File: config.mk
export PLATFORM = sky130hd
export DESIGN_NAME = reset_and_watchdog_control
export DESIGN_NICKNAME = d
export VERILOG_FILES = /design/src/rst_wdt_pkg.sv /design/src/reset_and_watchdog_control.sv
export SDC_FILE = /design/constraint.sdc
export NUM_CORES = 1
export LEC_CHECK = 0
export ABC_AREA = 1
export BUFFER_PORTS_ARGS = -buffer_cell sky130_fd_sc_hd__buf_2
export CAP_MARGIN = 20
export CORE_MARGIN = 2
export CORE_UTILIZATION = 23
export CTS_CLUSTER_DIAMETER = 150
export DETAILED_ROUTE_END_ITERATION = 10
export PLACE_DENSITY_LB_ADDON = 0.3
export SYNTH_ARGS = -nofsm -noshare
export SYNTH_HDL_FRONTEND = slang
export SYNTH_SLANG_ARGS = --single-unit
File: constraint.sdc
create_clock -name aclk -period 2.5 [get_ports aclk]
set_clock_uncertainty 0.15 [all_clocks]
set_input_delay 0.375 -clock aclk [delete_from_list [all_inputs] [get_ports aclk]]
set_output_delay 0.375 -clock aclk [all_outputs]
set_load 0.02 [all_outputs]
File: src/rst_wdt_pkg.sv
// constants for the reset and watchdog controller
package rst_wdt_pkg;
   localparam logic [3:0] reset_cause_status_offset = 4'h0;
   localparam logic [3:0] watchdog_control_offset = 4'h4;
   localparam logic [3:0] reset_control_offset = 4'h8;
   localparam int testport_flag_bit = 4;
   localparam int watchdog_flag_bit = 3;
   localparam int brownout_flag_bit = 2;
   localparam int pin_flag_bit = 1;
   localparam int poweron_flag_bit = 0;
   localparam int turnoff_enable_bit = 4;
   localparam int watchdog_enable_bit = 3;
   localparam int prescale_lsb = 0;
   localparam int restart_bit = 0;
   localparam logic [7:0] reset_cause_status_reset = 8'h00;
   localparam logic [7:0] watchdog_control_reset = 8'h00;
   localparam logic [2:0] turnoff_window_cycles = 3'h4;
   localparam int watchdog_base_log2 = 14;
   localparam int watchdog_counter_width = 22;
   localparam int delay_counter_width = 22;
   localparam int delay_base_cycles = 64;
   localparam int sys_clock_hz = 100000000;
   localparam int watchdog_osc_hz = 1000000;
   localparam logic [6:0] watchdog_osc_divide =
      7'(sys_clock_hz / (2 * watchdog_osc_hz));
   localparam logic [1:0] resp_okay = 2'h0;
   localparam logic [1:0] resp_slverr = 2'h2;
endpackage
File: src/reset_and_watchdog_control.sv
// reset source combiner, startup delay, cause flags and watchdog
//
// Register access over AXI4-Lite and the register addresses were decided locally.
`timescale 1ns/100ps
`default_nettype none

// Summary of operation
// - reset reloads registers, core restarts at vector
// - port reset follows any source without clock
// - delay counter stretches reset after sources release
// - five reset sources are combined
// - testport register one holds reset
// - poweron release starts delay, drop reasserts
// - long pin low resets, delay after release
// - enabled brownout resets at once, delays after
// - watchdog reset pulse lasts one clock
// - watchdog counts on its own 1 MHz tick
// - restart, disable or chip reset clear watchdog
// - eight timeouts; expiry resets the device
// - disable needs protected turnoff sequence
// - bandgap on for brownout, comparator or converter
// - bit 4 flags testport reset
// - bit 3 flags watchdog reset
// - bit 2 flags brownout reset
// - bit 1 flags pin reset
// - bit 0 flags poweron, cleared only by software
// - watchdog control bits 7:5 read zero
// - turnoff enable self-clears after four cycles
// - enable clears only within turnoff window or on internal reset
// - prescale selects 16384 doubling to 2097152 cycles
module reset_and_watchdog_control
(
   input wire logic aclk,
   input wire logic aresetn,
   input wire logic [3:0] awaddr,
   input wire logic awvalid,
   output logic awready,
   input wire logic [31:0] wdata,
   input wire logic [3:0] wstrb,
   input wire logic wvalid,
   output logic wready,
   output logic [1:0] bresp,
   output logic bvalid,
   input wire logic bready,
   input wire logic [3:0] araddr,
   input wire logic arvalid,
   output logic arready,
   output logic [31:0] rdata,
   output logic [1:0] rresp,
   output logic rvalid,
   input wire logic rready,
   input wire logic poweron_detect,
   input wire logic reset_pin_n,
   input wire logic brownout_detector,
   input wire logic brownout_enable_fuse,
   input wire logic testport_reset_instruction,
   input wire logic [3:0] clock_select_fuse,
   input wire logic comparator_bandgap_select,
   input wire logic converter_enable,
   output logic port_reset,
   output logic internal_reset,
   output logic bandgap_enable
);
   import rst_wdt_pkg::*;

   typedef struct packed {
      logic aw_held;
      logic [3:0] aw_addr;
      logic w_held;
      logic [7:0] w_data;
      logic w_lane0;
      logic bvalid;
      logic [1:0] bresp;
      logic rvalid;
      logic [7:0] rdata;
      logic [1:0] rresp;
      logic [4:0] flags;
      logic wd_enable;
      logic turnoff;
      logic [2:0] turnoff_count;
      logic [2:0] prescale;
      logic [6:0] osc_div;
      logic osc_tick;
      logic [watchdog_counter_width-1:0] wd_count;
      logic wd_pulse;
      logic [4:0] src_sync1;
      logic [4:0] src_sync2;
      logic [4:0] src_seen;
      logic [delay_counter_width-1:0] delay_count;
      logic stretched;
   } state_t;

   state_t cur, nxt;

   // fuse value maps to a startup length, doubling per code
   function automatic logic [delay_counter_width-1:0] delay_length(
      input logic [3:0] sel);
      delay_length = delay_counter_width'(delay_base_cycles) << sel;
   endfunction

   // timeout in oscillator cycles, minus one
   function automatic logic [watchdog_counter_width-1:0] wd_limit(
      input logic [2:0] sel);
      logic [watchdog_counter_width-1:0] one;
      one = watchdog_counter_width'(1);
      wd_limit = (one << (watchdog_base_log2 + int'(sel))) - one;
   endfunction

   logic any_source;
   logic [4:0] sources;
   logic aw_go, w_go, ar_go, wr_fire;

   // five sources: testport, watchdog, brownout, pin, poweron
   always_comb begin
      sources[testport_flag_bit] = testport_reset_instruction;
      sources[watchdog_flag_bit] = cur.wd_pulse;
      sources[brownout_flag_bit] = brownout_enable_fuse &
         brownout_detector;
      sources[pin_flag_bit] = ~reset_pin_n;
      sources[poweron_flag_bit] = ~poweron_detect;
      any_source = |sources;
   end

   // port reset asserts from the sources with no clock edge, then holds on the registered stretch
   assign port_reset = any_source | cur.stretched;
   // core and registers held while stretched reset stands
   assign internal_reset = any_source | cur.stretched;
   assign bandgap_enable = brownout_enable_fuse |
      comparator_bandgap_select | converter_enable;

   assign awready = ~cur.aw_held & ~cur.bvalid;
   assign wready = ~cur.w_held & ~cur.bvalid;
   assign arready = ~cur.rvalid;
   assign bvalid = cur.bvalid;
   assign bresp = cur.bresp;
   assign rvalid = cur.rvalid;
   assign rresp = cur.rresp;
   assign rdata = {24'h000000, cur.rdata};
   assign aw_go = awvalid & awready;
   assign w_go = wvalid & wready;
   assign ar_go = arvalid & arready;

   always_comb begin
      logic [3:0] wa;
      logic [7:0] wd;
      logic wl;
      logic wr_ctrl, wr_cause, wr_restart;
      logic [4:0] rose;
      rose = cur.src_sync2 & ~cur.src_seen;
      wa = aw_go ? awaddr : cur.aw_addr;
      wd = w_go ? wdata[7:0] : cur.w_data;
      wl = w_go ? wstrb[0] : cur.w_lane0;
      nxt = cur;
      wr_fire = (cur.aw_held | aw_go) & (cur.w_held | w_go);
      wr_ctrl = wr_fire & wl & (wa == watchdog_control_offset);
      wr_cause = wr_fire & wl & (wa == reset_cause_status_offset);
      wr_restart = wr_fire & wl & (wa == reset_control_offset) &
         wd[restart_bit];

      // bus write path
      if (aw_go) begin
         nxt.aw_held = 1'b1;
         nxt.aw_addr = awaddr;
      end
      if (w_go) begin
         nxt.w_held = 1'b1;
         nxt.w_data = wdata[7:0];
         nxt.w_lane0 = wstrb[0];
      end
      if (wr_fire) begin
         nxt.aw_held = 1'b0;
         nxt.w_held = 1'b0;
         nxt.bvalid = 1'b1;
         nxt.bresp = (wa == reset_cause_status_offset ||
            wa == watchdog_control_offset ||
            wa == reset_control_offset) ? resp_okay : resp_slverr;
      end else if (cur.bvalid & bready) begin
         nxt.bvalid = 1'b0;
      end

      // bus read path
      if (ar_go) begin
         nxt.rvalid = 1'b1;
         nxt.rresp = resp_okay;
         unique case (araddr)
            reset_cause_status_offset: nxt.rdata = {3'h0, cur.flags};
            watchdog_control_offset: begin
               nxt.rdata = {3'h0, cur.turnoff, cur.wd_enable,
                  cur.prescale};
            end
            reset_control_offset: nxt.rdata = 8'h00;
            default: begin
               nxt.rdata = 8'h00;
               nxt.rresp = resp_slverr;
            end
         endcase
      end else if (cur.rvalid & rready) begin
         nxt.rvalid = 1'b0;
      end

      // turnoff window counts down and self clears
      if (cur.turnoff_count != 3'h0) begin
         nxt.turnoff_count = cur.turnoff_count - 3'h1;
         if (cur.turnoff_count == 3'h1) nxt.turnoff = 1'b0;
      end
      if (wr_ctrl) begin
         nxt.prescale = wd[prescale_lsb +: 3];
         if (wd[watchdog_enable_bit]) begin
            nxt.wd_enable = 1'b1;
         end else if (cur.turnoff) begin
            nxt.wd_enable = 1'b0;
         end
         // arming needs enable and turnoff written together
         if (wd[turnoff_enable_bit] & wd[watchdog_enable_bit]) begin
            nxt.turnoff = 1'b1;
            nxt.turnoff_count = turnoff_window_cycles;
         end
      end

      // tick at 1 MHz from system clock divider
      nxt.osc_tick = 1'b0;
      if (cur.osc_div == 7'h00) begin
         nxt.osc_div = 7'(2 * watchdog_osc_divide - 7'h1);
         nxt.osc_tick = 1'b1;
      end else begin
         nxt.osc_div = cur.osc_div - 7'h1;
      end

      nxt.wd_pulse = 1'b0;
      if (!cur.wd_enable || wr_restart) begin
         nxt.wd_count = '0;
      end else if (cur.osc_tick) begin
         if (cur.wd_count >= wd_limit(cur.prescale)) begin
            nxt.wd_count = '0;
            nxt.wd_pulse = 1'b1;
         end else begin
            nxt.wd_count = cur.wd_count + 1'b1;
         end
      end

      // two stage sync then rising edge capture
      nxt.src_sync1 = sources;
      nxt.src_sync2 = cur.src_sync1;
      nxt.src_seen = cur.src_sync2;
      if (wr_cause) nxt.flags = cur.flags & wd[4:0];
      nxt.flags = nxt.flags | rose;
      if (rose[poweron_flag_bit]) begin
         nxt.flags[4:1] = 4'h0;
      end

      // delay counter starts when last source falls
      if (any_source) begin
         nxt.stretched = 1'b1;
         nxt.delay_count = delay_length(clock_select_fuse);
      end else if (cur.delay_count != '0) begin
         nxt.delay_count = cur.delay_count - 1'b1;
      end else begin
         nxt.stretched = 1'b0;
      end

      if (internal_reset) begin
         nxt.wd_enable = 1'b0;
         nxt.turnoff = 1'b0;
         nxt.turnoff_count = 3'h0;
         nxt.prescale = 3'h0;
         nxt.wd_count = '0;
      end
   end

   always_ff @(posedge aclk) begin
      if (!aresetn) begin
         cur <= '0;
         cur.flags <= 5'(reset_cause_status_reset);
         cur.stretched <= 1'b1;
         cur.delay_count <= delay_counter_width'(delay_base_cycles);
      end else begin
         cur <= nxt;
      end
   end

   property p_pulse_one;
      @(posedge aclk) disable iff (!aresetn)
      cur.wd_pulse |=> !cur.wd_pulse;
   endproperty
   a_pulse_one: assert property (p_pulse_one)
      else $error("watchdog pulse longer than one cycle");

   property p_turnoff_clear;
      @(posedge aclk) disable iff (!aresetn)
      $rose(cur.turnoff) |-> ##4 !cur.turnoff;
   endproperty
   a_turnoff_clear: assert property (p_turnoff_clear)
      else $error("turnoff enable did not clear after four cycles");

   property p_no_plain_disable;
      @(posedge aclk) disable iff (!aresetn)
      (cur.wd_enable && !cur.turnoff && !internal_reset)
         |=> cur.wd_enable;
   endproperty
   a_no_plain_disable: assert property (p_no_plain_disable)
      else $error("watchdog disabled without turnoff sequence");

   property p_source_resets;
      @(posedge aclk) disable iff (!aresetn)
      any_source |-> port_reset && internal_reset;
   endproperty
   a_source_resets: assert property (p_source_resets)
      else $error("reset source did not reset ports");

   property p_stretch;
      @(posedge aclk) disable iff (!aresetn)
      $fell(any_source) |-> internal_reset [*8];
   endproperty
   a_stretch: assert property (p_stretch)
      else $error("internal reset not stretched");

   property p_bandgap;
      @(posedge aclk) disable iff (!aresetn)
      bandgap_enable == (brownout_enable_fuse ||
         comparator_bandgap_select || converter_enable);
   endproperty
   a_bandgap: assert property (p_bandgap)
      else $error("bandgap enable wrong");

   property p_wd_flag;
      @(posedge aclk) disable iff (!aresetn)
      cur.wd_pulse |-> ##3 cur.flags[watchdog_flag_bit];
   endproperty
   a_wd_flag: assert property (p_wd_flag)
      else $error("watchdog flag not set");

   property p_por_sticky;
      @(posedge aclk) disable iff (!aresetn)
      (cur.flags[poweron_flag_bit] && !(wr_fire && awaddr ==
         reset_cause_status_offset) && !cur.aw_held && !cur.w_held)
         |=> cur.flags[poweron_flag_bit];
   endproperty
   a_por_sticky: assert property (p_por_sticky)
      else $error("poweron flag lost without software write");

   property p_wd_cleared;
      @(posedge aclk) disable iff (!aresetn)
      !cur.wd_enable |=> cur.wd_count == '0;
   endproperty
   a_wd_cleared: assert property (p_wd_cleared)
      else $error("watchdog count not cleared while disabled");

   property p_turnoff_hold;
      @(posedge aclk) disable iff (!aresetn || internal_reset)
      $rose(cur.turnoff) |-> cur.turnoff [*4];
   endproperty
   a_turnoff_hold: assert property (p_turnoff_hold)
      else $error("turnoff enable cleared before four cycles");

   property p_pin_flag;
      @(posedge aclk) disable iff (!aresetn)
      (cur.src_sync2[pin_flag_bit] && !cur.src_seen[pin_flag_bit] &&
         !cur.src_sync2[poweron_flag_bit]) |=> cur.flags[pin_flag_bit];
   endproperty
   a_pin_flag: assert property (p_pin_flag)
      else $error("pin reset flag not captured");

   property p_delay_load;
      @(posedge aclk) disable iff (!aresetn)
      $fell(any_source) |->
         cur.delay_count == delay_length(clock_select_fuse);
   endproperty
   a_delay_load: assert property (p_delay_load)
      else $error("startup delay not loaded from fuse");

   property p_wd_idle;
      @(posedge aclk) disable iff (!aresetn)
      !cur.wd_enable |=> !cur.wd_pulse;
   endproperty
   a_wd_idle: assert property (p_wd_idle)
      else $error("watchdog reset while disabled");
endmodule

`default_nettype wire

==> flow_summary_export.csv, run 1 <==
group,metric,value,unit
status,status,"complete, no violations",
timing,fmax,425,MHz
cts,numCtsBuffers,9,
setup_path,critPathArrivalTime,2450,ps
floorplanning,ios,106,
timing,fin_setup_tns,0,ps
cts,cts_root_buf,"clkbuf_16",
cts,clock-sinks,103,
floorplanning,die_w,161,um
synth,async_flop_share,0,%
synth,syn-cell-area,5640,um2
cts,clock_latency,360,ps
cts,cts.path.max_buffers,2,
pwr,peakVddDrop,0.000354,V
global_route,grt_overflow,0,
global_route,gr-usage-all-layers,9.90,%
hold_path,min_delay_path_depth,2,
route,wl_per_cell,10.9,um
floorplanning,core_area,24200,um2
setup_path,end_kind,"flip-flop",
global_route,grt_pass1_vias,4293,
setup_path,r2r_start,"cur[70]",
cts,post-cts-setup-buffers,0,
synth,ys_warn_count,0,
cts,cts_tree,"yes",
synth,synth_edf_count,0,
setup_path,reg2reg_slack,150,ps
synth,syn_inst,790,
finish,num-fill-cells,2682,
global_route,grt_pass1_wl,20.8,mm
synth,ys_ff_latch,103,
timing,rsz0062_at_grt,"false",
synth,avgSynthCellArea,7.14,um2
floorplanning,start_util,23.3,%
setup_path,crit_type,"reg -> reg",
finish,antenna_cells,0,
synth,yosys.cell_types.count,41,
hold_path,holdCritStartpoint,"reset_pin_n",
global_route,antenna_found_initial,0,
pwr,leakage,3.02,nW
route,vias,4764,
route,viasPerCell,4.05,
route,wirelength,12.8,mm
cts,clk_pin_slew_worst_paths,70,ps
timing,hold_viol,0,
cts,htreeDepth,3,
finish,nets,937,
route,drt_pass1_iterations,5,
placed_design,place_hpwl,9.65,mm
timing,finalSetupViolCount,0,
timing,fin_crit_sh,94.1,%
setup_path,cp.required,2600,ps
setup_path,worstRegToRegCells,16,
setup_path,path_max_fanout,5,
finish,area_growth_syn_to_layout,16.6,%
cts,ctsHoldBuffers,0,
route,drt.antenna.violating_nets,0,
route,drc_errors,0,
timing,period_needed,2350,ps
floorplanning,die_area,25800,um2
global_route,grt_start_max_net_pins,29,
hold_path,holdPathEnd,"cur[34]",
placed_design,gp_congestion,0.773,
setup_path,reg2reg_to,"cur[52]",
timing,maxSlewViolCount,0,
route,drtIter0Drc,242,
pwr,p_per_area,591,nW/um2
pwr,total_power,3.89,mW
flow_run,cap_violations,0,
synth,synth_flop_cell,"dfxtp_1",
floorplanning,core.rowCount,57,
synth,synth_seq_area_share,36.6,%
finish,drive_above_1_share,14.3,%
hold_path,hold_path.class,"in -> reg",
floorplanning,dieHeight,161,um
setup_path,worstSetupStartpointType,"flip-flop",
placed_design,portBuffers,46,
-- layout by cell type (no fill, tap or decap), drive strengths merged, types with 4 or more instances in the layout --
cell / n
nor3: 15
nand3b: 4
buf: 61
inv: 107
nand4: 13
ha: 28
xnor2: 16
o221ai: 5
a31oi: 6
nand3: 49
dfxtp: 103
nor2: 125
xor2: 15
conb: 35
clkbuf: 13
nor4: 5
a21oi: 45
nand2: 159
o21ai: 32
-- flip-flops by register name, indices dropped and copies added (netlist names) --
signal / flops
bresp: 1
bvalid: 1
cur: 94
rdata: 5
rresp: 1
rvalid: 1
-- power by group --
part / total (mW) / leakage (nW) / internal (mW) / switching (mW)
clock: 1.47 / 0.152 / 0.830 / 0.640
combinational: 0.619 / 2.03 / 0.211 / 0.408
sequential: 1.80 / 0.841 / 1.74 / 0.0600
total: 3.89 / 3.02 / 2.78 / 1.11
-- critical path: stages (launching register included) --
cell and delay, ps:
dfxtp_2 330, inv_2 50, ha_4 240, buf_4 140, nand2_1 50, inv_1 50, ha_1 280, nand2_1 70
nor2_2 110, nand4_1 110, nor2_1 100, nand2_1 50, nand3_1 110, nand2_2 80, nand2_4 120, clkbuf_16 170
nor2_1 40
-- how the worst max path moves through the flow --
stage,from,end,slack (ps)
detailed placement,cur[71],cur[51],-30
global placement,cur[70],cur[41],-6
finish,cur[70],cur[52],150
global route,cur[70],cur[50],5
CTS,cur[71],cur[51],1
floorplan,cur[70],cur[54],80
-- timing repair --
action,in CTS,in global routing
cloned,0,3
endpoints found under the setup margin,21,23
gates resized for setup,2,10
pin swaps,0,2
-- kinds of logic (layout without fill, tap and decap cells) --
family                     count (synthesis)  count (layout)  synth area share, %
and+or+nand+nor                          375             375                 29.9
buffers and inverters                    158             186                 13.3
DFF                                      103             103                 36.6
AOI/OAI and AO/OA                         94              94                 9.16
xor gates and xnor gates                  31              31                 4.81
adders and majority gates                 28              28                 6.21
other                                      1              35               0.0665
-- per-layer routing --
metal	wire, um	vias up	track usage, %	part of all wire, %
met3	385	14	1.96	3.0
li1	-	2560	-	-
met2	5700	72	15.8	44
met5	0	-	0	0
met4	186	0	3.36	1.4
met1	6570	2118	13.4	51
-- per-stage QoR --
stage	std cells	hold slack [ps]	utilization (%)	worst slack [ps]	area [um2]
detailed placement	1157	248	25.5	-26.6	6170
CTS	1173	59.9	26.8	1.41	6480
floorplan	824	240	-	80.6	5770
global route	1176	55.4	27.2	5.29	6580
finish	1176	73.8	27.2	148	6580
global placement	1157	243	25.5	-6.13	6170
-- cell usage after synthesis (5+ instances only) --
cell / instances / area, um2
a21oi_1: 44 / 220
a31oi_1: 6 / 37.5
buf_4: 38 / 285
clkbuf_1: 6 / 22.5
dfxtp_1: 103 / 2060
ha_1: 28 / 350
inv_1: 105 / 394
nand2_1: 154 / 578
nand3_1: 47 / 235
nand4_1: 11 / 68.8
nor2_1: 112 / 420
nor2_2: 10 / 62.6
nor3_1: 12 / 60.1
nor4_1: 5 / 31.3
o21ai_0: 32 / 160
o221ai_1: 5 / 43.8
xnor2_1: 16 / 140
xor2_1: 15 / 131
-- cell type report --
class | instances | area, um2 | area share (%)
clock buffer | 11 | 253 | 3.84
clock inverter | 5 | 56.3 | 0.856
inverter | 107 | 402 | 6.11
multi-input combinational | 563 | 2990 | 45.4
sequential | 103 | 2060 | 31.4
tap | 324 | 405 | 6.16
timing repair buffer | 63 | 409 | 6.22
No activity file was read; power rests on OpenSTA's default activity.
==> inputs of run 2 (changes only) <==
--- a/config.mk
+++ b/config.mk
@@ -10,6 +10,7 @@
 export CAP_MARGIN = 20
 export CORE_MARGIN = 2
 export CORE_UTILIZATION = 23
+export CTS_BUF_LIST = sky130_fd_sc_hd__clkbuf_2
 export CTS_CLUSTER_DIAMETER = 150
 export DETAILED_ROUTE_END_ITERATION = 10
 export PLACE_DENSITY_LB_ADDON = 0.3
==> run 2 against run 1 <==
  * Sequential cell count stayed put
  * Sequential power hardly changed
  * Worst hold slack gained 26 ps
  * Critical path type unchanged
  * Die area unchanged
==> flow_summary_export.csv, run 2 (same netlist as run 1, synthesis figures left out) <==
group,metric,value,unit
finish,area_growth_syn_to_layout,21.3,%
floorplanning,core.rowCount,57,
status,status,"complete, no violations",
route,viasPerCell,4.05,
finish,drive_above_1_share,15.3,%
placed_design,place_hpwl,9.65,mm
cts,clock-sinks,103,
hold_path,hold_path.class,"in -> reg",
finish,antenna_cells,0,
global_route,grt_pass1_vias,4504,
setup_path,cp_top_family,"simple AND/OR/NAND/NOR gates",
placed_design,postPlaceCellArea,6170,um2
timing,fin_crit_sh,96.5,%
finish,top_register,"cur",
setup_path,slowest_stage,"dfxtp_2",
cts,cts_root_buf,"clkbuf_2",
timing,hold_viol,0,
global_route,gr-usage-all-layers,10.2,%
pwr,p_per_area,480,nW/um2
route,drc_errors,0,
setup_path,cp_common_cell,"nand2_1",
setup_path,crit_type,"reg -> reg",
finish,final_cell_mix,"nand2_1, nor2_1, dfxtp_1",
timing,whs,100,ps
timing,finalSetupViolCount,0,
floorplanning,die_area,25800,um2
timing,fmax,414,MHz
pwr,netSwitchingFraction,32.1,%
route,drt_pass1_iterations,5,
finish,layout_commonest_cell,"nand2_1",
timing,period_needed,2410,ps
route,wirelength,13.2,mm
route,drt.antenna.violating_nets,0,
floorplanning,die_w,161,um
setup_path,crit_chain,"inv_2 -> ha_4 -> inv_4 -> nor3_2 -> ha_1 -> a21oi_2 -> nand2_1 -> nand2_1 -> nand2_1 -> nand2_1 -> nand3_2 -> nand2_2 -> nand2_4 -> clkbuf_16 -> nor2_2",
pwr,p_clk_share,24.3,%
finish,num-fill-cells,2662,
flow_run,cap_violations,0,
route,vias,4928,
finish,stdcell_area,6840,um2
placed_design,gp_congestion,0.773,
setup_path,cp.required,2940,ps
finish,nets,978,
pwr,peakVddDrop,0.000210,V
finish,utilization,28.3,%
cts,cts_tree,"yes",
setup_path,critPathArrivalTime,2850,ps
cts,numCtsBuffers,9,
setup_path,crit_buf_inv,3,
pwr,p_int,2.23,mW
setup_path,end_kind,"flip-flop",
floorplanning,dieHeight,161,um
setup_path,worstSetupStartpointType,"flip-flop",
route,drtIter0Drc,271,
setup_path,path_max_fanout,8,
floorplanning,start_util,23.3,%
route,wl_per_cell,10.8,um
pwr,pwr-share-comb,20.8,%
cts,htreeDepth,3,
placed_design,portBuffers,46,
timing,maxSlewViolCount,0,
cts,clock_latency,620,ps
global_route,grt_start_max_net_pins,29,
setup_path,critPathMaxStageDelay,410,ps
pwr,p_switching,1.06,mW
global_route,grt_pass1_wl,21.5,mm
cts,clk_pin_slew_worst_paths,280,ps
finish,largest_register_ff_count,94,
cts,cts.path.max_buffers,2,
pwr,leakage,3.11,nW
global_route,antenna_found_initial,0,
pwr,p_seq_share,54.9,%
global_route,grt_overflow,0,
floorplanning,core_area,24200,um2
floorplanning,ios,106,
==> run 2: changes by cell type in the layout (fill, tap and decap cells not counted), moves of 3 or more <==
cell,change
dlygate4sd3_1,+37
clkbuf_16,-9
clkbuf_2,+9
buf_4,+3
inv_1,-3
==> run 2: repair_timing <==
action | 4_1_cts | 5_1_grt
resized for setup | 5 | 25
buffers inserted | 0 | 4
pin swaps | 0 | 13
setup endpoints to repair | 22 | 36
cloned | 0 | 3
hold buffers | 37 | 0
endpoints found under the hold margin | 37 | 0
==> run 2: power groups by stage <==
stage	logic (mW)	registers (mW)	clock network [mW]
floorplan	0.505	1.83	0
CTS	0.674	1.81	0.843
finish	0.684	1.80	0.799
global placement	0.618	1.83	0
global route	0.775	1.82	0.892
detailed placement	0.621	1.83	0
==> run 2: worst reg2reg max path, stage by stage (launching register included) <==
cell       delay, ps
dfxtp_2          410
inv_2             50
ha_4             280
inv_4             60
nor3_2           220
ha_1             280
a21oi_2          120
nand2_1           70
nand2_1           60
nand2_1           50
nand2_1           70
nand3_2           90
nand2_2          100
nand2_4          100
clkbuf_16        180
nor2_2            90
==> run 2: worst paths after layout <==
path             start       end  slack [ps]  depth (start not counted)
min          araddr[0]  rdata[3]         100                          6
max            cur[71]   cur[54]          90                         15
max reg2reg    cur[71]   cur[54]          90                         15
min reg2reg    cur[28]   cur[23]         270                          2
==> run 2: per-stage QoR <==
step	total power, mW	setup TNS, ps	std cells	setup slack [ps]
after floorplan	2.33	0	824	80.6
after global placement	2.45	-47.5	1157	-6.13
after detailed placement	2.46	-308	1157	-26.6
after CTS	3.32	-0.761	1210	-0.761
after global routing	3.48	-87.1	1217	-22.7
final	3.28	0	1217	86.6
==> run 2: routing by layer <==
layer / vias to the layer above / track usage [%] / share of wire [%]
li1: 2647 / - / -
met1: 2181 / 13.5 / 50
met2: 85 / 16.7 / 46
met3: 15 / 1.58 / 3.2
met4: 0 / 3.77 / 1.6
met5: - / 0 / 0
==> run 2: area by class of cell <==
class	count	area (um2)	share of cell area [%]
Sequential cell	103	2070	30.3
Tap cell	324	405	5.93
Clock buffer	9	45.0	0.659
Inverter	107	404	5.91
Clock inverter	7	63.8	0.933
Multi-Input combinational cell	563	3040	44.4
Timing Repair Buffer	104	813	11.9
